===== config.mk =====
export PLATFORM = sky130hd
export DESIGN_NAME = dcd_core
export DESIGN_NICKNAME = d
export VERILOG_FILES = /design/src/dcd_pkg.sv /design/src/dcd_core.sv /design/src/dcd_cmd_decode.sv
export SDC_FILE = /design/constraint.sdc
export NUM_CORES = 1
export LEC_CHECK = 0
export BUFFER_PORTS_ARGS = -buffer_cell sky130_fd_sc_hd__clkbuf_2
export CAP_MARGIN = 20
export CORE_MARGIN = 2
export CORE_UTILIZATION = 30
export CTS_CLUSTER_SIZE = 16
export DETAILED_ROUTE_END_ITERATION = 7
export SYNTH_ARGS = -nofsm -noshare
export SYNTH_HDL_FRONTEND = slang
export SYNTH_SLANG_ARGS = --single-unit

===== constraint.sdc =====
create_clock -name core_clk -period 2.92 [get_ports core_clk]
set_input_delay 0.438 -clock core_clk [delete_from_list [all_inputs] [get_ports core_clk]]
set_output_delay 0.438 -clock core_clk [all_outputs]
set_load 0.01 [all_outputs]

===== src/dcd_pkg.sv =====
// package with command codes, states and carrier structs for the decoder
// Contract
// - command taken from pin levels at edge
// - mode register set: all strobes low
// - activate opens row, precharge closes banks
// - read/write column, a10 auto precharge
// - refresh, self refresh entry when idle
// - burst of four always completes; here a new read or write restarts it
// - cke drop enters active or precharge power-down
// - cke low twice holds state, ignores commands; here a running burst counts down and auto precharge still closes its bank
// - self refresh exit asynchronous; here taken at the first core_clk edge that sees cke high
// - termination input ignored by decoding
// - cke high twice: command must be legal
// - mask low writes byte, high keeps
// - chip select high accepts no command; here cke falling with chip select high still decodes power-down entry
package dcd_pkg;
    localparam int NBANK    = 4;   // internal banks
    localparam int BA_W     = 2;   // bank address width
    localparam int ADDR_W   = 13;  // address width
    localparam int AP_BIT   = 10;  // auto precharge / all banks bit
    localparam int BURST    = 4;   // burst length
    localparam int BCNT_W   = 3;   // burst counter width
    // command encodings {ras_n, cas_n, we_n}
    localparam logic [2:0] ENC_MRS = 3'h0;
    localparam logic [2:0] ENC_REF = 3'h1;
    localparam logic [2:0] ENC_PRE = 3'h2;
    localparam logic [2:0] ENC_ACT = 3'h3;
    localparam logic [2:0] ENC_WR  = 3'h4;
    localparam logic [2:0] ENC_RD  = 3'h5;
    localparam logic [2:0] ENC_NOP = 3'h7;

    // decoded commands
    typedef enum logic [3:0] {
        CMD_DESEL, CMD_NOP, CMD_MRS, CMD_REF, CMD_SREF, CMD_PRE,
        CMD_PREA, CMD_ACT, CMD_WR, CMD_WRA, CMD_RD, CMD_RDA,
        CMD_PDE, CMD_EXIT, CMD_HOLD, CMD_ILLEGAL
    } dcd_cmd_t;

    // power state of the device
    typedef enum logic [1:0] {
        PS_ON, PS_ACT_PD, PS_PRE_PD, PS_SREF
    } dcd_pstate_t;

    // command pins sampled at the rising edge
    typedef struct packed {
        logic              cke;
        logic              cs_n;
        logic              ras_n;
        logic              cas_n;
        logic              we_n;
        logic [BA_W-1:0]   ba;
        logic [ADDR_W-1:0] addr;
    } dcd_pins_t;

    // decoded command with its operands
    typedef struct packed {
        dcd_cmd_t          cmd;
        logic [BA_W-1:0]   ba;
        logic [ADDR_W-1:0] addr;
    } dcd_dec_t;
endpackage : dcd_pkg


===== src/dcd_core.sv =====
// command, clock-enable and bank state logic of the dram device
`timescale 1ns/1ps
module dcd_core
    import dcd_pkg::*;
#(
    parameter int DATA_BYTES = 2   // byte lanes of one beat
)(
    // clock and reset
    input  wire logic                    core_clk,
    input  wire logic                    reset,
    // command and address pins
    input  wire dcd_pins_t               pins,
    input  wire logic                    odt,
    // write data beat with mask
    input  wire logic                    wdata_valid,
    input  wire logic [DATA_BYTES*8-1:0] wdata,
    input  wire logic [DATA_BYTES-1:0]   dm,
    // decoded command, one cycle pulse
    output dcd_cmd_t                     cmd,
    output logic                         cmd_valid,
    output logic [BA_W-1:0]              cmd_ba,
    output logic [ADDR_W-1:0]            cmd_addr,
    // state outputs
    output dcd_pstate_t                  pstate,
    output logic [NBANK-1:0]             bank_open,
    output logic                         burst_busy,
    output logic                         odt_active,
    output logic                         illegal,
    // masked write to the array
    output logic [DATA_BYTES*8-1:0]      array_wdata,
    output logic [DATA_BYTES-1:0]        array_wbe,
    output logic                         array_we
);
    // whole module state
    typedef struct packed {
        logic                    cke;       // cke at previous edge
        dcd_pstate_t             ps;        // power state
        logic [NBANK-1:0]        open;      // open row per bank
        logic [BCNT_W-1:0]       bcnt;      // burst beats left
        logic                    wr;        // burst is a write
        logic                    ap;        // auto precharge pending
        logic [BA_W-1:0]         ap_ba;     // bank to close at end
        dcd_cmd_t                cmd;       // last command
        logic                    vld;       // command pulse
        logic [BA_W-1:0]         ba;        // last bank
        logic [ADDR_W-1:0]       addr;      // last address
        logic                    ill;       // illegal sticky
        logic [DATA_BYTES*8-1:0] wd;        // array data
        logic [DATA_BYTES-1:0]   be;        // array byte enables
        logic                    we;        // array write
    } dcd_state_t;

    dcd_state_t s_q;  // registered state
    dcd_state_t s_d;  // next state
    dcd_dec_t   dec;  // decoded command

    // one-hot bank select
    function automatic logic [NBANK-1:0] bank_sel(
        input logic [BA_W-1:0] b);
        bank_sel = NBANK'(1) << b;
    endfunction : bank_sel

    // decoder; odt is never an input to it
    dcd_cmd_decode u_dec (
        .pins     (pins),
        .cke_prev (s_q.cke),
        .dec      (dec)
    );

    // next state
    always_comb begin
        s_d     = s_q;
        s_d.cke = pins.cke;
        s_d.vld = 1'b0;
        s_d.we  = 1'b0;
        // burst of four counts down to its end unless a new read or write restarts it
        if (s_q.bcnt != '0) s_d.bcnt = s_q.bcnt - BCNT_W'(1);
        // write beats stored by mask, only inside a write burst
        s_d.we = wdata_valid && (s_q.bcnt != '0) && s_q.wr;
        s_d.wd = wdata;
        s_d.be = ~dm;
        case (dec.cmd)
            CMD_HOLD: ;  // keep power state
            CMD_EXIT: begin
                // exit restores same bank state; open kept
                // taken at the first edge that sees cke high again
                s_d.ps = PS_ON;
            end
            CMD_PDE: begin
                // power-down kind from bank state
                s_d.ps = (s_q.open != '0) ? PS_ACT_PD : PS_PRE_PD;
            end
            CMD_SREF: begin
                if (s_q.open == '0) s_d.ps = PS_SREF;
                else s_d.ill = 1'b1;
            end
            CMD_ACT:  s_d.open = s_q.open | bank_sel(dec.ba);
            CMD_PRE:  s_d.open = s_q.open & ~bank_sel(dec.ba);
            CMD_PREA: s_d.open = '0;
            CMD_RD, CMD_RDA, CMD_WR, CMD_WRA: begin
                // restart the burst and note its kind and bank
                s_d.bcnt  = BCNT_W'(BURST);
                s_d.wr    = (dec.cmd == CMD_WR || dec.cmd == CMD_WRA);
                s_d.ap    = (dec.cmd == CMD_RDA || dec.cmd == CMD_WRA);
                s_d.ap_ba = dec.ba;
            end
            CMD_ILLEGAL: s_d.ill = 1'b1;
            default: ;
        endcase
        // auto precharge closes its own bank on burst end, even when
        // later commands other than a read or write have replaced cmd and ba
        if (s_q.ap && s_q.bcnt == BCNT_W'(1)) begin
            s_d.open = s_d.open & ~bank_sel(s_q.ap_ba);
        end
        // the pending close is spent once no burst follows
        if (s_d.bcnt == '0) begin
            s_d.ap = 1'b0;
        end
        if (dec.cmd != CMD_HOLD && dec.cmd != CMD_DESEL
            && dec.cmd != CMD_NOP && dec.cmd != CMD_EXIT) begin
            s_d.vld  = 1'b1;
            s_d.cmd  = dec.cmd;
            s_d.ba   = dec.ba;
            s_d.addr = dec.addr;
        end
    end

    // state register; reset takes the previous cke as high so the first
    // edge after release decodes the pins as a normal command
    always_ff @(posedge core_clk or posedge reset) begin
        if (reset) begin
            s_q     <= '0;
            s_q.cke <= 1'b1;
            s_q.ps  <= PS_ON;
            s_q.cmd <= CMD_NOP;
        end else begin
            s_q <= s_d;
        end
    end

    // outputs
    assign cmd         = s_q.cmd;
    assign cmd_valid   = s_q.vld;
    assign cmd_ba      = s_q.ba;
    assign cmd_addr    = s_q.addr;
    assign pstate      = s_q.ps;
    assign bank_open   = s_q.open;
    assign burst_busy  = (s_q.bcnt != '0);
    assign illegal     = s_q.ill;
    // termination unavailable in self refresh
    assign odt_active  = odt && (s_q.ps != PS_SREF);
    assign array_wdata = s_q.wd;
    assign array_wbe   = s_q.be;
    assign array_we    = s_q.we;

    // exit from self refresh needs no extra edge
    chk_sref_exit: assert property (@(posedge core_clk) disable iff (reset)
        (s_q.ps == PS_SREF && pins.cke) |=> s_q.ps == PS_ON)
        else $error("self refresh exit not taken");
    chk_pd_kind: assert property (@(posedge core_clk) disable iff (reset)
        (s_q.ps == PS_ON && s_q.cke && !pins.cke && dec.cmd == CMD_PDE)
        |=> s_q.ps == ((s_q.open != '0) ? PS_ACT_PD : PS_PRE_PD))
        else $error("wrong power-down kind");
    chk_pd_hold: assert property (@(posedge core_clk) disable iff (reset)
        (!s_q.cke && !pins.cke) |=> $stable(s_q.ps) && $stable(s_q.open))
        else $error("state changed while cke low");
    chk_burst_len: assert property (@(posedge core_clk) disable iff (reset)
        (dec.cmd == CMD_RD) |=> burst_busy [*4] ##1 !burst_busy)
        else $error("burst length wrong");
    chk_act_open: assert property (@(posedge core_clk) disable iff (reset)
        (dec.cmd == CMD_ACT) |=> bank_open[$past(pins.ba)])
        else $error("activate did not open bank");
    chk_prea_idle: assert property (@(posedge core_clk) disable iff (reset)
        (dec.cmd == CMD_PREA && !burst_busy) |=> bank_open == '0)
        else $error("precharge all left bank open");
    chk_desel_none: assert property (@(posedge core_clk) disable iff (reset)
        (pins.cs_n && pins.cke && s_q.cke) |=> !cmd_valid)
        else $error("command accepted while deselected");
    chk_mask_write: assert property (@(posedge core_clk) disable iff (reset)
        (wdata_valid && burst_busy && s_q.wr) |=> array_we
        && array_wbe == ~$past(dm))
        else $error("mask not applied");
    chk_pd_restore: assert property (@(posedge core_clk) disable iff (reset)
        (s_q.ps == PS_ACT_PD && pins.cke) |=> s_q.ps == PS_ON
        && $stable(bank_open))
        else $error("bank state lost on exit");
    chk_mrs_dec: assert property (@(posedge core_clk) disable iff (reset)
        (s_q.cke && pins.cke && !pins.cs_n && !pins.ras_n && !pins.cas_n
         && !pins.we_n) |=> cmd == CMD_MRS && cmd_valid)
        else $error("mode register set not decoded");
    // a read burst never writes the array, whatever wdata_valid does
    chk_read_nowrite: assert property (@(posedge core_clk)
        disable iff (reset) (burst_busy && !s_q.wr) |=> !array_we)
        else $error("array written during a read burst");
    // the auto precharge bank is closed once its burst is over
    chk_ap_close: assert property (@(posedge core_clk)
        disable iff (reset) (s_q.ap && s_q.bcnt == BCNT_W'(1)
        && dec.cmd != CMD_ACT) |=> !bank_open[$past(s_q.ap_ba)])
        else $error("auto precharge left bank open");
    // an unlisted strobe pattern with cke high raises the flag
    chk_illegal_set: assert property (@(posedge core_clk)
        disable iff (reset) (s_q.cke && pins.cke && !pins.cs_n
        && pins.ras_n && pins.cas_n && !pins.we_n) |=> illegal)
        else $error("unlisted command not flagged");
    // a nop with cke high leaves no command pulse
    chk_nop_quiet: assert property (@(posedge core_clk)
        disable iff (reset) (s_q.cke && pins.cke && !pins.cs_n
        && pins.ras_n && pins.cas_n && pins.we_n) |=> !cmd_valid)
        else $error("nop produced a command pulse");
    // a write burst runs its four beats to the end
    chk_wr_len: assert property (@(posedge core_clk)
        disable iff (reset) (dec.cmd == CMD_WR || dec.cmd == CMD_WRA)
        |=> burst_busy [*4] ##1 !burst_busy)
        else $error("write burst length wrong");

    cov_sref: cover property (@(posedge core_clk) disable iff (reset)
        s_q.ps == PS_SREF ##[1:20] s_q.ps == PS_ON);
    cov_act_pd: cover property (@(posedge core_clk) disable iff (reset)
        s_q.ps == PS_ACT_PD);
    cov_wra: cover property (@(posedge core_clk) disable iff (reset)
        dec.cmd == CMD_WRA);
    cov_illegal: cover property (@(posedge core_clk) disable iff (reset)
        $rose(illegal));
    cov_pre_pd: cover property (@(posedge core_clk) disable iff (reset)
        s_q.ps == PS_PRE_PD);
endmodule : dcd_core


===== src/dcd_cmd_decode.sv =====
// combinational command decoder from pins and previous clock enable
`timescale 1ns/1ps
module dcd_cmd_decode
    import dcd_pkg::*;
(
    // sampled pins
    input  wire dcd_pins_t pins,
    input  wire logic      cke_prev,
    // decoded command
    output dcd_dec_t       dec
);
    logic [2:0] enc;  // strobe triple

    // decode purely from pin and cke levels
    always_comb begin
        enc      = {pins.ras_n, pins.cas_n, pins.we_n};
        dec.ba   = pins.ba;
        dec.addr = pins.addr;
        dec.cmd  = CMD_ILLEGAL;
        if (!cke_prev) begin
            // cke low twice ignores command pins
            dec.cmd = pins.cke ? CMD_EXIT : CMD_HOLD;
        end else if (pins.cs_n) begin
            // chip select high: no new command, except power-down entry when cke falls
            dec.cmd = pins.cke ? CMD_DESEL : CMD_PDE;
        end else if (!pins.cke) begin
            // cke falling with nop or refresh
            if (enc == ENC_NOP) dec.cmd = CMD_PDE;
            else if (enc == ENC_REF) dec.cmd = CMD_SREF;
        end else begin
            case (enc)
                ENC_MRS: dec.cmd = CMD_MRS;
                ENC_REF: dec.cmd = CMD_REF;
                ENC_PRE: dec.cmd = pins.addr[AP_BIT] ? CMD_PREA
                                                     : CMD_PRE;
                ENC_ACT: dec.cmd = CMD_ACT;
                ENC_WR:  dec.cmd = pins.addr[AP_BIT] ? CMD_WRA
                                                     : CMD_WR;
                ENC_RD:  dec.cmd = pins.addr[AP_BIT] ? CMD_RDA
                                                     : CMD_RD;
                ENC_NOP: dec.cmd = CMD_NOP;
                default: dec.cmd = CMD_ILLEGAL;
            endcase
        end
    end
endmodule : dcd_cmd_decode


==> results of run 1 <==
==> layer usage <==
metal / vias up / track usage, % / part of all wire (%)
met5: - / 0 / 0
met4: 0 / 4.43 / 1.6
met3: 5 / 2.77 / 6.6
met2: 76 / 17.6 / 46
met1: 875 / 15.0 / 46
li1: 863 / - / -
==> cell usage after synthesis, types with 2 or more instances <==
| library cell | number |
|---|---|
| sky130_fd_sc_hd__nor3_1 | 3 |
| sky130_fd_sc_hd__nor2_1 | 7 |
| sky130_fd_sc_hd__dfrtp_1 | 52 |
| sky130_fd_sc_hd__nand2b_1 | 4 |
| sky130_fd_sc_hd__a21o_1 | 3 |
| sky130_fd_sc_hd__mux2i_1 | 4 |
| sky130_fd_sc_hd__ha_1 | 3 |
| sky130_fd_sc_hd__nand2_1 | 11 |
| sky130_fd_sc_hd__nor4_1 | 3 |
| sky130_fd_sc_hd__mux2_4 | 8 |
| sky130_fd_sc_hd__a31oi_1 | 8 |
| sky130_fd_sc_hd__nor2b_1 | 2 |
| sky130_fd_sc_hd__buf_2 | 3 |
| sky130_fd_sc_hd__o21ai_0 | 4 |
| sky130_fd_sc_hd__clkbuf_1 | 2 |
| sky130_fd_sc_hd__nor3b_1 | 2 |
| sky130_fd_sc_hd__a32o_1 | 3 |
| sky130_fd_sc_hd__a21oi_1 | 4 |
| sky130_fd_sc_hd__mux2_2 | 10 |
| sky130_fd_sc_hd__buf_4 | 44 |
| sky130_fd_sc_hd__inv_1 | 14 |
| sky130_fd_sc_hd__a211oi_1 | 4 |
| sky130_fd_sc_hd__o22ai_1 | 6 |
| sky130_fd_sc_hd__and3_1 | 2 |
| sky130_fd_sc_hd__dfstp_2 | 2 |
==> state kept, by name, indices dropped and copies added, names as in the netlist <==
register,count
array_wbe,2
array_wdata,16
array_we,1
bank_open,4
cmd,4
cmd_addr,13
cmd_ba,2
cmd_valid,1
illegal,1
pstate,2
s_q,8
==> how the worst max path moves through the flow <==
stage,to,cells after the start,slack [ps]
finish,cmd_addr[7],6,510
global route,cmd_addr[8],6,360
floorplan,cmd_addr[0],8,630
global placement,cmd_addr[9],7,440
CTS,cmd_addr[9],6,490
detailed placement,cmd_addr[9],7,400
==> cell families (layout without fill, tap and decap cells) <==
family / after synthesis / in the layout / synth area share (%)
AO/OA/AOI/OAI: 44 / 44 / 13.1
adder cells (fa/ha/maj): 3 / 3 / 1.40
AND/OR/NAND/NOR: 42 / 42 / 8.26
multiplexers: 22 / 22 / 10.2
flip-flops: 54 / 54 / 50.5
XOR/XNOR: 1 / 1 / 0.327
buffers and inverters: 66 / 115 / 16.2
==> layout by cell type, fill, tap and decap left out, types with 2 or more instances in the layout <==
| cell type | synthesis | final |
|---|---|---|
| sky130_fd_sc_hd__clkbuf_2 | 0 | 89 |
| sky130_fd_sc_hd__dfrtp_1 | 52 | 52 |
| sky130_fd_sc_hd__inv_1 | 14 | 13 |
| sky130_fd_sc_hd__nand2_1 | 11 | 11 |
| sky130_fd_sc_hd__mux2_2 | 10 | 10 |
| sky130_fd_sc_hd__mux2_4 | 8 | 8 |
| sky130_fd_sc_hd__a31oi_1 | 8 | 8 |
| sky130_fd_sc_hd__nor2_1 | 7 | 7 |
| sky130_fd_sc_hd__o22ai_1 | 6 | 6 |
| sky130_fd_sc_hd__clkbuf_8 | 0 | 6 |
| sky130_fd_sc_hd__nand2b_1 | 4 | 4 |
| sky130_fd_sc_hd__a21oi_1 | 4 | 4 |
| sky130_fd_sc_hd__o21ai_0 | 4 | 4 |
| sky130_fd_sc_hd__a211oi_1 | 4 | 4 |
| sky130_fd_sc_hd__mux2i_1 | 4 | 4 |
| sky130_fd_sc_hd__a21o_1 | 3 | 3 |
| sky130_fd_sc_hd__a32o_1 | 3 | 3 |
| sky130_fd_sc_hd__nor4_1 | 3 | 3 |
| sky130_fd_sc_hd__nor3_1 | 3 | 3 |
| sky130_fd_sc_hd__ha_1 | 3 | 3 |
| sky130_fd_sc_hd__inv_2 | 1 | 2 |
| sky130_fd_sc_hd__nor2b_1 | 2 | 2 |
| sky130_fd_sc_hd__nor3b_1 | 2 | 2 |
| sky130_fd_sc_hd__and3_1 | 2 | 2 |
| sky130_fd_sc_hd__dfstp_2 | 2 | 2 |
| sky130_fd_sc_hd__buf_4 | 44 | 2 |
==> report_power, final <==
part	internal, mW	switching [mW]
Clock	0.283	0.259
Sequential	0.835	0.0536
Combinational	0.193	0.215
Total	1.31	0.528
==> area by class of cell <==
cell class / count / area [µm²]
tap: 108 / 135
fill: 907 / 5650
clock buffer: 6 / 82.6
clock inverter: 2 / 38.8
inverter: 16 / 62.6
multi-input combinational: 112 / 892
sequential: 54 / 1350
timing repair buffer: 91 / 460
==> critical path, stage by stage, from the launching register on <==
cell and delay (ps):
sky130_fd_sc_hd__dfstp_2 620, sky130_fd_sc_hd__or3b_1 390, sky130_fd_sc_hd__a311oi_2 300, sky130_fd_sc_hd__nor2_1 150
sky130_fd_sc_hd__a31o_4 280, sky130_fd_sc_hd__inv_4 200, sky130_fd_sc_hd__mux2_2 360
==> stage by stage <==
step           utilization, %  hold slack, ps  power [mW]  instance area (µm²)  instances
6_report                 34.9             222        1.84                 3030        389
5_1_grt                  34.9             207        1.96                 3030        389
4_1_cts                  34.9             211        1.87                 3030        389
3_5_place_dp             33.5             478        1.32                 2900        381
3_3_place_gp             33.5             472        1.31                 2900        381
2_1_floorplan               -             442        1.24                 2680        232
==> results by stage, run 1 <==
Synth:
- The proportion of synthesized chip area in sequential cells is 50.5%.
- Yosys printed 0 warnings.
- The share of flip-flops with an asynchronous set or reset is 100%.
- After technology mapping, the gate count stands at 232.
- The number of distinct standard cells referenced by the synthesized netlist is a little under 50.
- The post-synthesis cell type with the largest combined area is sky130_fd_sc_hd__dfrtp_1.
- For this run, the leading register cell type out of synthesis is sky130_fd_sc_hd__dfrtp_1.
- Yosys attributes the largest share of cell area to sky130_fd_sc_hd__dfrtp_1 (49%), sky130_fd_sc_hd__buf_4 (12%), sky130_fd_sc_hd__mux2_4 (4.5%).
- Each instance of the synthesized netlist takes up on average around 12 µm².
- The number of enable flip-flop cells after synthesis is 0.
- The post-synth net total is ~280.
- The synthesized cell area is 0.00268 mm².
- After synthesis the netlist holds a flip-flop and latch count of 54.
- The area share of the leading cell type in the synthesized netlist is 48.5%.

Worst hold path:
- The worst hold path begins at wdata[8].
- Counting instances, the worst hold path has a depth of 1.
- The sink of the worst hold path is array_wdata[8].
- The class of the tightest hold or removal check is primary input to register.

Clock tree:
- After clock tree synthesis, the clock-pin slew on the worst setup and hold paths is between 100 and 150 ps.
- The H-tree depth reported by CTS is 2.
- Post-CTS repair changed the size of 0 cells.
- TritonCTS built the clock tree.
- The clock tree buffer depth is 2.
- After clock tree synthesis, the setup repair step added 0 buffers.
- In this run, CTS created clock tree buffers numbering 5.
- The later pin in the worst-skew pair is clocked with a latency of a little over 300 ps.
- The total number of clock tree sinks is 54.
- The cell sitting at the root of the clock tree is a sky130_fd_sc_hd__clkbuf_8.
- In this run, post-CTS hold repair placed 0 buffers.

Setup path:
- The sort of element at the end of the critical path is a register.
- For the worst setup path, the data required time is 3130 ps.
- The worst flop-to-flop path startpoint is s_q[53].
- The worst register-to-register path has a setup slack of 510 ps.
- The startpoint type of the worst setup path is a register.
- The capturing point of the worst reg2reg path is cmd_addr[7].
- Of all nets on the critical path, the largest fanout is 15.
- The depth of the most critical reg-to-reg path is 6.
- The source of the critical timing path is s_q[53].
- The type of the worst setup path is register to register.
- The arrival time of data at the critical path endpoint is between 2000 and 3000 ps.

Timing:
- Setup slack on the critical path of the routed design comes to around 500 ps.
- The total count of hold-check failures in the final report is 0.
- Setup violations remaining at the end of the flow were counted as 0.
- The post-layout minimum cycle time is roughly 2400 ps.
- The max-slew violation count was 0.
- The worst path uses 82.6% of the clock period.
- Derived from the worst setup path, the maximum achievable clock frequency is about 410 MHz.
- Across the routed clock network, the largest skew measured is between 10 and 15 ps.
- The slew at the pin closest to its max-slew limit is between 700 and 800 ps.
- The setup TNS after final layout is 0 ps.
- The headroom to the max-slew limit is 49.0%.
- Setup repair after global routing left no endpoint under its margin.

Drt:
- The detail-routed net length per standard cell is ~14 µm.
- The detailed-route wire length is between 5000 and 6000 µm.
- The number of nets still failing antenna checks after routing is 0.
- In this run, the number of DRC markers left after iteration 0 of detailed routing was slightly below 80.
- For this run, design rule violations remaining after detail routing come to 0.
- Using the TritonRoute via totals, the vias-per-cell ratio works out to 4.68.
- The final route contains 1819 vias.
- Before antenna repair, the detailed router went through 4 iterations.

Pwr:
- For this design the static power due to leakage is between 1.5 and 2 nW.
- VDD sags by at most 225 µV.
- Power spread over the standard cell area amounts to about 610 mW/mm².

Place:
- At the placement stage, the worst setup path has a slack of 396 ps.
- The port buffer count is approximately 90.
- The final weighted congestion in routability-driven placement is 0.848.
- The placed wire-length estimate is roughly 4000 µm.

Floorplan:
- Once the floorplan was initialized, standard cells occupied between 30% and 40% of the core.
- The floorplan step set the die width to just under 100 µm.
- The chip height is 98.5 µm.
- The die covers 0.00971 mm².
- The total number of placement rows is 34.
- In this run the count of I/O pins placed on the die edge is 90.
- The area of the core is around 0.0087 mm².

GRT:
- For this run, the total global-route usage over all layers was measured as between 10% and 20%.
- Entering global routing, the biggest net connects 55 pins.
- The number of global-route vias before repair is 1786.
- The number of antenna violations at the first check in global routing is 0.
- The first global-routing pass estimated 8690 µm of wire.
- The total overflow left after global routing is 0.

Layout:
- In the final design database the tool counted around 330 nets.
- Of the cells placed in the final design, the portion with a size suffix greater than 1 is 45.2%.
- The repair_antennas step left the layout with diodes totalling 0.
- The area growth from synthesis to layout is 12.8%.

Status:
- The flow ran to the end, and the final reports show no timing, DRC or antenna violations.

Flow run:
- The reported max-cap violation count is 0.
Power figures use the tool's default switching activity.
==> run 2: changes to the inputs <==
--- a/config.mk
+++ b/config.mk
@@ -5,6 +5,7 @@
 export SDC_FILE = /design/constraint.sdc
 export NUM_CORES = 1
 export LEC_CHECK = 0
+export ABC_AREA = 1
 export BUFFER_PORTS_ARGS = -buffer_cell sky130_fd_sc_hd__clkbuf_2
 export CAP_MARGIN = 20
 export CORE_MARGIN = 2
==> constraint.sdc (replaced) <==
create_clock -name core_clk -period 2.4 [get_ports core_clk]
set_input_delay 0.36 -clock core_clk [delete_from_list [all_inputs] [get_ports core_clk]]
set_output_delay 0.36 -clock core_clk [all_outputs]
set_load 0.01 [all_outputs]
==> run 2 against run 1 <==
  * Clock-buffer cell count unchanged
  * Wire length is 0.30% lower
  * Die area is 0.85% lower
  * Hold slack worse by 120 ps
  * Via count rose by 7.6%
  * Clock skew is 10 ps lower
  * Sequential power up 25%
  * Register-to-register slack gained 70 ps
  * Total power is 18% higher
  * Cell count is 18% higher
  * Clock power decreased by 5.2%
  * Design area shrank 1.5%
  * Largest power group unchanged
==> results by stage, run 2 <==
Timing:
- The headroom to the max-slew limit is between 50% and 60%.
- The final setup violation count is 0.
- The maximum clock skew at final layout is around 4.7 ps.
- The share of the cycle needed by the critical path after routing is around 76%.
- Setup repair after global routing left no endpoint under its margin.
- The max-slew violation count is 0.
- The total count of hold-check failures in the final report is 0.
- Derived from the worst setup path, the maximum achievable clock frequency is approximately 550 MHz.
- The routed design could run at a clock period as short as 1820 ps.
- Adding up every negative setup slack in the final design gives 0 ps.
- For the pin with the worst max-slew slack, the measured transition is about 670 ps.

Layout:
- In the final layout, the multi-input gates occupy between 800 and 900 µm².
- The area growth from synthesis to layout is 12.1%.
- The number of fill cells in the layout is 910.
- The storage element area is approximately 0.0014 mm².
- The library cell used most frequently in the layout, excluding fill and tap cells, is sky130_fd_sc_hd__clkbuf_2.
- The number of standard cells in the final layout excluding fillers is 459.
- The number of nets in the layout is ~400.
- In the layout the commonest cells are sky130_fd_sc_hd__clkbuf_2 (89), sky130_fd_sc_hd__nand2_1 (84), sky130_fd_sc_hd__dfrtp_1 (52).
- Cells with a size suffix above 1 make up a little over a third of the layout.
- The number of flip-flops in the largest register is 16.
- The number of diodes added for antenna fixing is 0.

Clock tree:
- The post-CTS repair timing setup buffer count is 0.
- The clock tree buffer depth is 2.
- Hold repair after CTS inserted 0 buffers.
- The number of CTS-inserted buffers is 5.
- TritonCTS built the clock tree.
- The library cell used as clock root buffer is sky130_fd_sc_hd__clkbuf_8.
- The tree built by TritonCTS fans out to 54 sinks.
- Clock-pin slew was measured on the worst setup and hold paths at approximately 100 ps.
- The post-cts repair resize count is 0.
- The clock tree synthesis step divided the H-tree into 2 levels.
- At the later pin of the worst-skew pair, clock insertion delay measures 310 ps.

Drt:
- The starting DRC count in detailed routing is 63.
- The number of vias in the routed layout is ~2000.
- The detailed-router iteration count before antenna repair is 4.
- The number of nets still failing antenna checks after routing is 0.
- The detailed-route wire length is 5400 µm.
- The detail-routed net length per standard cell is roughly 12 µm.
- After detailed routing, the number of vias per cell comes to between 4 and 5.
- The residual DRC count is 0.

Setup path:
- Tracing the worst setup path back leads to its startpoint at s_q[53].
- The sort of element at the end of the critical path is a register.
- In this run the critical register-to-register path is launched from s_q[53].
- STA classifies the critical path startpoint as a register.
- The depth of the most critical reg-to-reg path is 9.
- STA puts the critical path data required time at approximately 2600 ps.
- The worst setup slack for register-to-register paths is ~580 ps.
- In this run the critical register-to-register path is captured at cmd_addr[5].
- The destination of the critical timing path is cmd_addr[5].
- The worst-path maximum fanout is 26.
- The arrival time of data at the critical path endpoint is 2030 ps.
- The critical path is of the register to register type.

Synth:
- In this run, synthesis produced a sequential element count of 54.
- The cell area that synthesis handed to floorplanning was 0.00266 mm².
- Of all flip-flops after synthesis, the portion carrying an async set or reset was between 90% and 100%.
- Ranked by instance count, the synthesized netlist is headed by sky130_fd_sc_hd__nand2_1 (84), sky130_fd_sc_hd__dfrtp_1 (52), sky130_fd_sc_hd__buf_4 (43).
- The top cell type by area accounts for between 40% and 50% of the synthesized area.
- Of all cell types, the one taking the most synthesized area is sky130_fd_sc_hd__dfrtp_1.
- The number of nets in the synthesized netlist is approximately 340.
- Yosys attributes the largest share of cell area to sky130_fd_sc_hd__dfrtp_1 (49%), sky130_fd_sc_hd__buf_4 (12%), sky130_fd_sc_hd__nand2_1 (12%).
- The share of the Yosys chip area taken by registers is between 50% and 60%.
- Each instance of the synthesized netlist takes up on average 8.92 µm².
- The number of distinct standard cells referenced by the synthesized netlist is 32.
- The number of enable flip-flop cells after synthesis is 0.
- The Yosys step of the flow raised 0 warnings.
- By instance count, the leading cell after synthesis is sky130_fd_sc_hd__nand2_1.
- The post-synthesis instance total is between 200 and 300.
- The flip-flop cell with the highest count after synthesis is sky130_fd_sc_hd__dfrtp_1.

Floorplan:
- The die boundary width is between 90 and 100 µm.
- The area of the core is roughly 0.0086 mm².
- Once the floorplan was initialized, standard cells occupied a little under a third of the core.
- After floorplanning, the core was divided into 34 placement rows.
- The overall die area is 0.00963 mm².
- During I/O placement, the number of pins put on the boundary was 90.
- The chip height is between 90 and 100 µm.

GRT:
- The number of global-route vias before repair is just under 2000.
- The wire length of the first global-routing pass is 9170 µm.
- The overall overflow remaining after global route is 0.
- The number of antenna violations at the first check in global routing came to 0.
- Entering global routing, the biggest net connects 30 pins.
- The total global routing track utilization is approximately an eighth.

Pwr:
- The total leakage power is roughly 1.7 nW.
- The worst ir drop on vdd is 263 µV.
- The power per cell area is ~730 mW/mm².

Place:
- The total instance count after detailed placement is between 400 and 500.
- Detailed placement ended at an HPWL of approximately 4200 µm.
- Buffers placed on the I/O ports in this run total approximately 90.
- Routability-driven placement finished with a final weighted congestion of between 0.7 and 0.8.

Worst hold path:
- The class of the tightest hold or removal check is primary input to async pin.

Status:
- The flow ran to the end, and the final reports show no timing, DRC or antenna violations.

Flow run:
- The reported max-cap violation count is 0.
-- run 2: cell types whose count changed after synthesis, sizes merged, moves of 6 or more --
cell | previous run | this run
nand2 | 11 | 92
o21ai | 4 | 11
a31oi | 8 | 1
nor2 | 7 | 22
nand3 | 1 | 24
inv | 16 | 30
o22ai | 6 | 0
mux2 | 18 | 0
-- run 2: per-layer routing --
layer	global-route usage [%]	vias to the layer above	part of all wire (%)
met5	0	-	0
met2	19.2	63	47
met4	4.27	0	1.9
li1	-	982	-
met1	15.0	900	45
met3	3.22	12	6.1
-- run 2: critical path: stages, from the launching register on --
cell and delay (ps):
sky130_fd_sc_hd__dfstp_2 610, sky130_fd_sc_hd__nand2_1 100, sky130_fd_sc_hd__o21ai_2 130, sky130_fd_sc_hd__nand2_2 100
sky130_fd_sc_hd__inv_1 130, sky130_fd_sc_hd__nand3_2 100, sky130_fd_sc_hd__nand2_4 260, sky130_fd_sc_hd__inv_4 130
sky130_fd_sc_hd__nand2_1 90, sky130_fd_sc_hd__nand2_1 60
-- run 2: report_power, final --
part / leakage (nW) / total [mW] / internal (mW) / switching, mW
combinational: 0.958 / 0.549 / 0.213 / 0.336
clock: 0.0456 / 0.514 / 0.209 / 0.305
sequential: 0.647 / 1.11 / 1.03 / 0.0736
-- run 2: worst min path at each step --
stage                           start              to  depth (start not counted)
after detailed placement  cmd_addr[8]     cmd_addr[8]                          2
after global routing         wdata[5]  array_wdata[5]                          1
after global placement          reset  array_wdata[9]                          2
final                           reset       pstate[1]                          2
after floorplan              pins[19]         s_q[53]                          0
after CTS                       reset  array_wdata[8]                          2
-- run 2: layout make-up --
cell class / count / share of cell area, %
multi-input combinational: 167 / 27.7
inverter: 31 / 3.99
clock buffer: 6 / 2.44
tap: 108 / 4.54
clock inverter: 2 / 0.462
sequential: 54 / 45.4
timing repair buffer: 91 / 15.5
-- run 2: per-stage QoR --
stage	hold slack (ps)	power [mW]	worst slack (ps)	area (µm²)	util (%)
floorplan	364	1.57	729	2660	-
global placement	455	1.66	581	2890	33.5
detailed placement	468	1.68	539	2890	33.5
CTS	137	2.20	562	2980	34.5
global route	128	2.34	436	2980	34.5
finish	106	2.17	579	2980	34.5
-- run 2: cell families (layout without fill, tap and decap cells) --
group | count (synthesis) | count (layout) | share of synthesized area [%]
AOI/OAI and AO/OA | 17 | 17 | 4.71
xor gates and xnor gates | 1 | 1 | 0.330
adders and majority gates | 3 | 3 | 1.41
buffers and inverters | 77 | 130 | 18.0
DFF | 54 | 54 | 50.9
and+or+nand+nor | 146 | 146 | 24.6
==> run 3: changes to the inputs <==
--- a/config.mk
+++ b/config.mk
@@ -5,7 +5,7 @@
 export SDC_FILE = /design/constraint.sdc
 export NUM_CORES = 1
 export LEC_CHECK = 0
-export ABC_AREA = 1
+export ABC_AREA = 0
 export BUFFER_PORTS_ARGS = -buffer_cell sky130_fd_sc_hd__clkbuf_2
 export CAP_MARGIN = 20
 export CORE_MARGIN = 2
==> constraint.sdc (replaced) <==
create_clock -name core_clk -period 1.9 [get_ports core_clk]
set_input_delay 0.285 -clock core_clk [delete_from_list [all_inputs] [get_ports core_clk]]
set_output_delay 0.285 -clock core_clk [all_outputs]
set_load 0.01 [all_outputs]
==> run 3 against run 2 <==
  * The run now ends with negative setup slack left
  * Sequential share of layout area down 4.4 points
  * Sequential power is 23% higher
  * Flip-flop and latch count stayed put
  * Maximum frequency is 12% lower
  * Hold slack worse by 110 ps
  * Clock-buffer cell count did not move
  * Via count fell by 0.20%
  * Core utilization grew 3.5 points
  * Cell count is 8.5% lower
  * First-iteration DRC count rose by 100%
  * Die area increased by 0.86%
  * Non-clock buffer count grew 30
  * Largest cell class unchanged
  * Highest routed layer unchanged
==> results by stage, run 3 (synthesized netlist as in run 1, its figures left out) <==
Timing:
- After layout, the worst setup slack is -173 ps.
- Static timing analysis puts the maximum clock frequency at between 400 and 500 MHz.
- The total count of hold-check failures in the final report is 0.
- The smallest clock period supported by the final layout is computed as 2070 ps.
- Setup violations remaining at the end of the flow were counted as 22.
- Setup repair after global routing could not meet its margin everywhere.
- The max-slew violation count is 0.
- For the pin with the worst max-slew slack, the measured transition is around 530 ps.
- Between clock sinks in the finished design, the worst skew comes to between 10 and 15 ps.
- The share of the cycle needed by the critical path after routing is 109%.
- In this run the tightest slew margin relative to its limit is approximately 65%.

Clock tree:
- The total number of clock tree sinks is 54.
- The clock latency at the later pin of the worst-skew pair is 300 ps.
- The clock passes through at most 2 buffers.
- In this run the clock root is driven by a sky130_fd_sc_hd__clkbuf_8.
- TritonCTS built the clock tree.
- In this run the number of H-tree levels came out at 2.
- After clock tree synthesis, the clock-pin slew on the worst setup and hold paths is 100 ps.
- The number of CTS-inserted buffers is 5.
- For this design, the CTS-stage hold fixing added 0 buffers.

Drt:
- The routed layout has between 1500 and 2000 vias.
- The detailed-route wire length is 5960 µm.
- The first detailed-routing pass took 4 iterations.
- The starting DRC count in detailed routing is 128.
- The number of nets still failing antenna checks after routing is 0.
- The detail-routed net length per standard cell is ~14 µm.
- In the routed design, unresolved DRC markers number 0.
- The post-detailed-route via-to-cell ratio is ~4.7.

GRT:
- The largest net degree at the start of global routing is 55.
- The number of global-route vias before repair is 1990.
- The wire length of the first global-routing pass is roughly 9600 µm.
- The total overflow left after global routing is 0.
- The number of antenna violations at the first check in global routing was 0.
- The total global routing track utilization is around 12%.

Floorplan:
- Once the floorplan was initialized, standard cells occupied a little under a third of the core.
- The die boundary width is 98.5 µm.
- The chip height is 98.5 µm.
- The die covers slightly below 0.01 mm².
- The number of placed I/O pins is 90.
- The total number of placement rows is 34.
- The area of the core is between 0.008 and 0.009 mm².

Layout:
- The number of standard cells in the final layout excluding fillers is 420.
- The area growth from synthesis to layout is 23.1%.
- The register with the most flip-flops in the layout has 16 of them.
- The fraction of layout instances using a drive strength above 1 is 53.5%.
- Once layout is done, the placed cells without fillers occupy between 0.003 and 0.004 mm².
- The number of diodes added for antenna fixing is 0.
- The library cells used most frequently in the layout, excluding fill and tap cells, are sky130_fd_sc_hd__clkbuf_2 (89), sky130_fd_sc_hd__dfrtp_1 (52), sky130_fd_sc_hd__buf_4 (29).
- The number of nets in the layout is around 360.
- The most frequent standard cell in the layout excluding fill and tap cells is sky130_fd_sc_hd__clkbuf_2.

Pwr:
- In this run the power spent charging and discharging nets is between 0.8 and 0.9 mW.
- The part of the total power dissipated in sequential elements is 50.4%.
- The worst ir drop on vdd is 323 µV.
- Combinational logic burns 26.4% of the power.
- Dividing total power by cell area gives a power density of 822 mW/mm².
- Of the total power, the share spent switching nets is about 30%.
- The internal power is 1.89 mW.
- The clock share of power is between 20% and 30%.
- The total leakage power is 1.65 nW.

Place:
- After detailed placement, the total cell area comes to around 0.0031 mm².
- The port buffer count is just under 90.
- Including well taps, the total number of placed cells is between 400 and 500.
- The setup slack at placement is -269 ps.
- The congestion estimate from routability-driven global placement came to around 0.85.
- After legalization and detailed placement, the total HPWL measured about 4500 µm.

Setup path:
- The worst setup path is captured at a register.
- The data required time of the critical path is about 2100 ps.
- On the critical path, the stage with the largest delay is an instance of sky130_fd_sc_hd__dfstp_2.
- The arrival time of data at the critical path endpoint is between 2000 and 2500 ps.
- For this run, the slowest stage of the critical path takes approximately 540 ps.
- The worst-path maximum fanout is 7.
- The type of the worst setup path is register to register.
- The worst register-to-register path has a setup slack of -170 ps.
- The signal on the critical path passes through or3b_4, a311oi_2, nor2_2, a31o_4, inv_4, mux2_4.
- The worst setup path is launched from a register.

Status:
- The flow ran to the end, but the final reports show violations.
- The final reports fail on negative setup slack.

Worst hold path:
- In this run the worst hold path is classified as primary input to async pin.

Flow run:
- The reported max-cap violation count is 0.
==> run 3: power by group through the flow <==
stage	Sequential [mW]	Combinational (mW)	Clock, mW
floorplan	1.37	0.539	0
global placement	1.38	0.682	0
detailed placement	1.39	0.701	0
CTS	1.37	0.716	0.664
global route	1.39	0.796	0.713
finish	1.37	0.714	0.630
==> run 3: path summary, 6_finish.rpt <==
check,startpoint,endpoint,cells past startpoint
min in group core_clk,wdata[5],array_wdata[5],1
max reg2reg,s_q[53],cmd_addr[6],6
max,s_q[53],cmd_addr[6],6
min,reset,array_wdata[14],3
max in group asynchronous,reset,cmd[0],3
min reg2reg,cmd[2],cmd[2],1
==> run 3: through the flow <==
step	utilization (%)	total power, mW	TNS, ps	hold WS [ps]
detailed placement	36.2	2.09	-4600	348
CTS	37.6	2.75	-2950	4.99
floorplan	-	1.91	-3860	289
global placement	36.2	2.07	-3860	347
finish	38.0	2.71	-2900	0.0551
global route	38.0	2.90	-4100	13.8
==> run 3: final cells by class <==
| cell class | instances | area, µm² |
|---|---|---|
| clock buffers | 6 | 72.6 |
| well taps | 108 | 135 |
| fillers | 892 | 5380 |
| multi-input cells | 112 | 945 |
| inverters | 16 | 67.6 |
| repair inverters | 1 | 6.26 |
| flip-flops and latches | 54 | 1350 |
| clock inverters | 2 | 13.8 |
| repair buffers | 121 | 706 |
==> run 3: layer usage <==
metal	GRT usage, %	routed length [µm]	vias up
met5	0	0	-
met3	3.33	390	6
met4	3.06	29	0
met1	16.9	2730	946
met2	19.6	2810	80
li1	-	-	921
==> run 3: worst max-delay path, delay by kind of cell (launching register included) <==
| family | cells | cell delay (ps) |
|---|---|---|
| AND/OR/NAND/NOR | 2 | 450 |
| flip-flops | 1 | 540 |
| buffers and inverters | 1 | 140 |
| multiplexers | 1 | 310 |
| AO/OA/AOI/OAI | 2 | 530 |
==> run 3: timing repair <==
item                                    4_1_cts  5_1_grt
gates cloned                                  1        0
resized for setup                             8        8
endpoints found under the setup margin       30       28
buffers inserted                              2        1
pin swaps                                     5        1
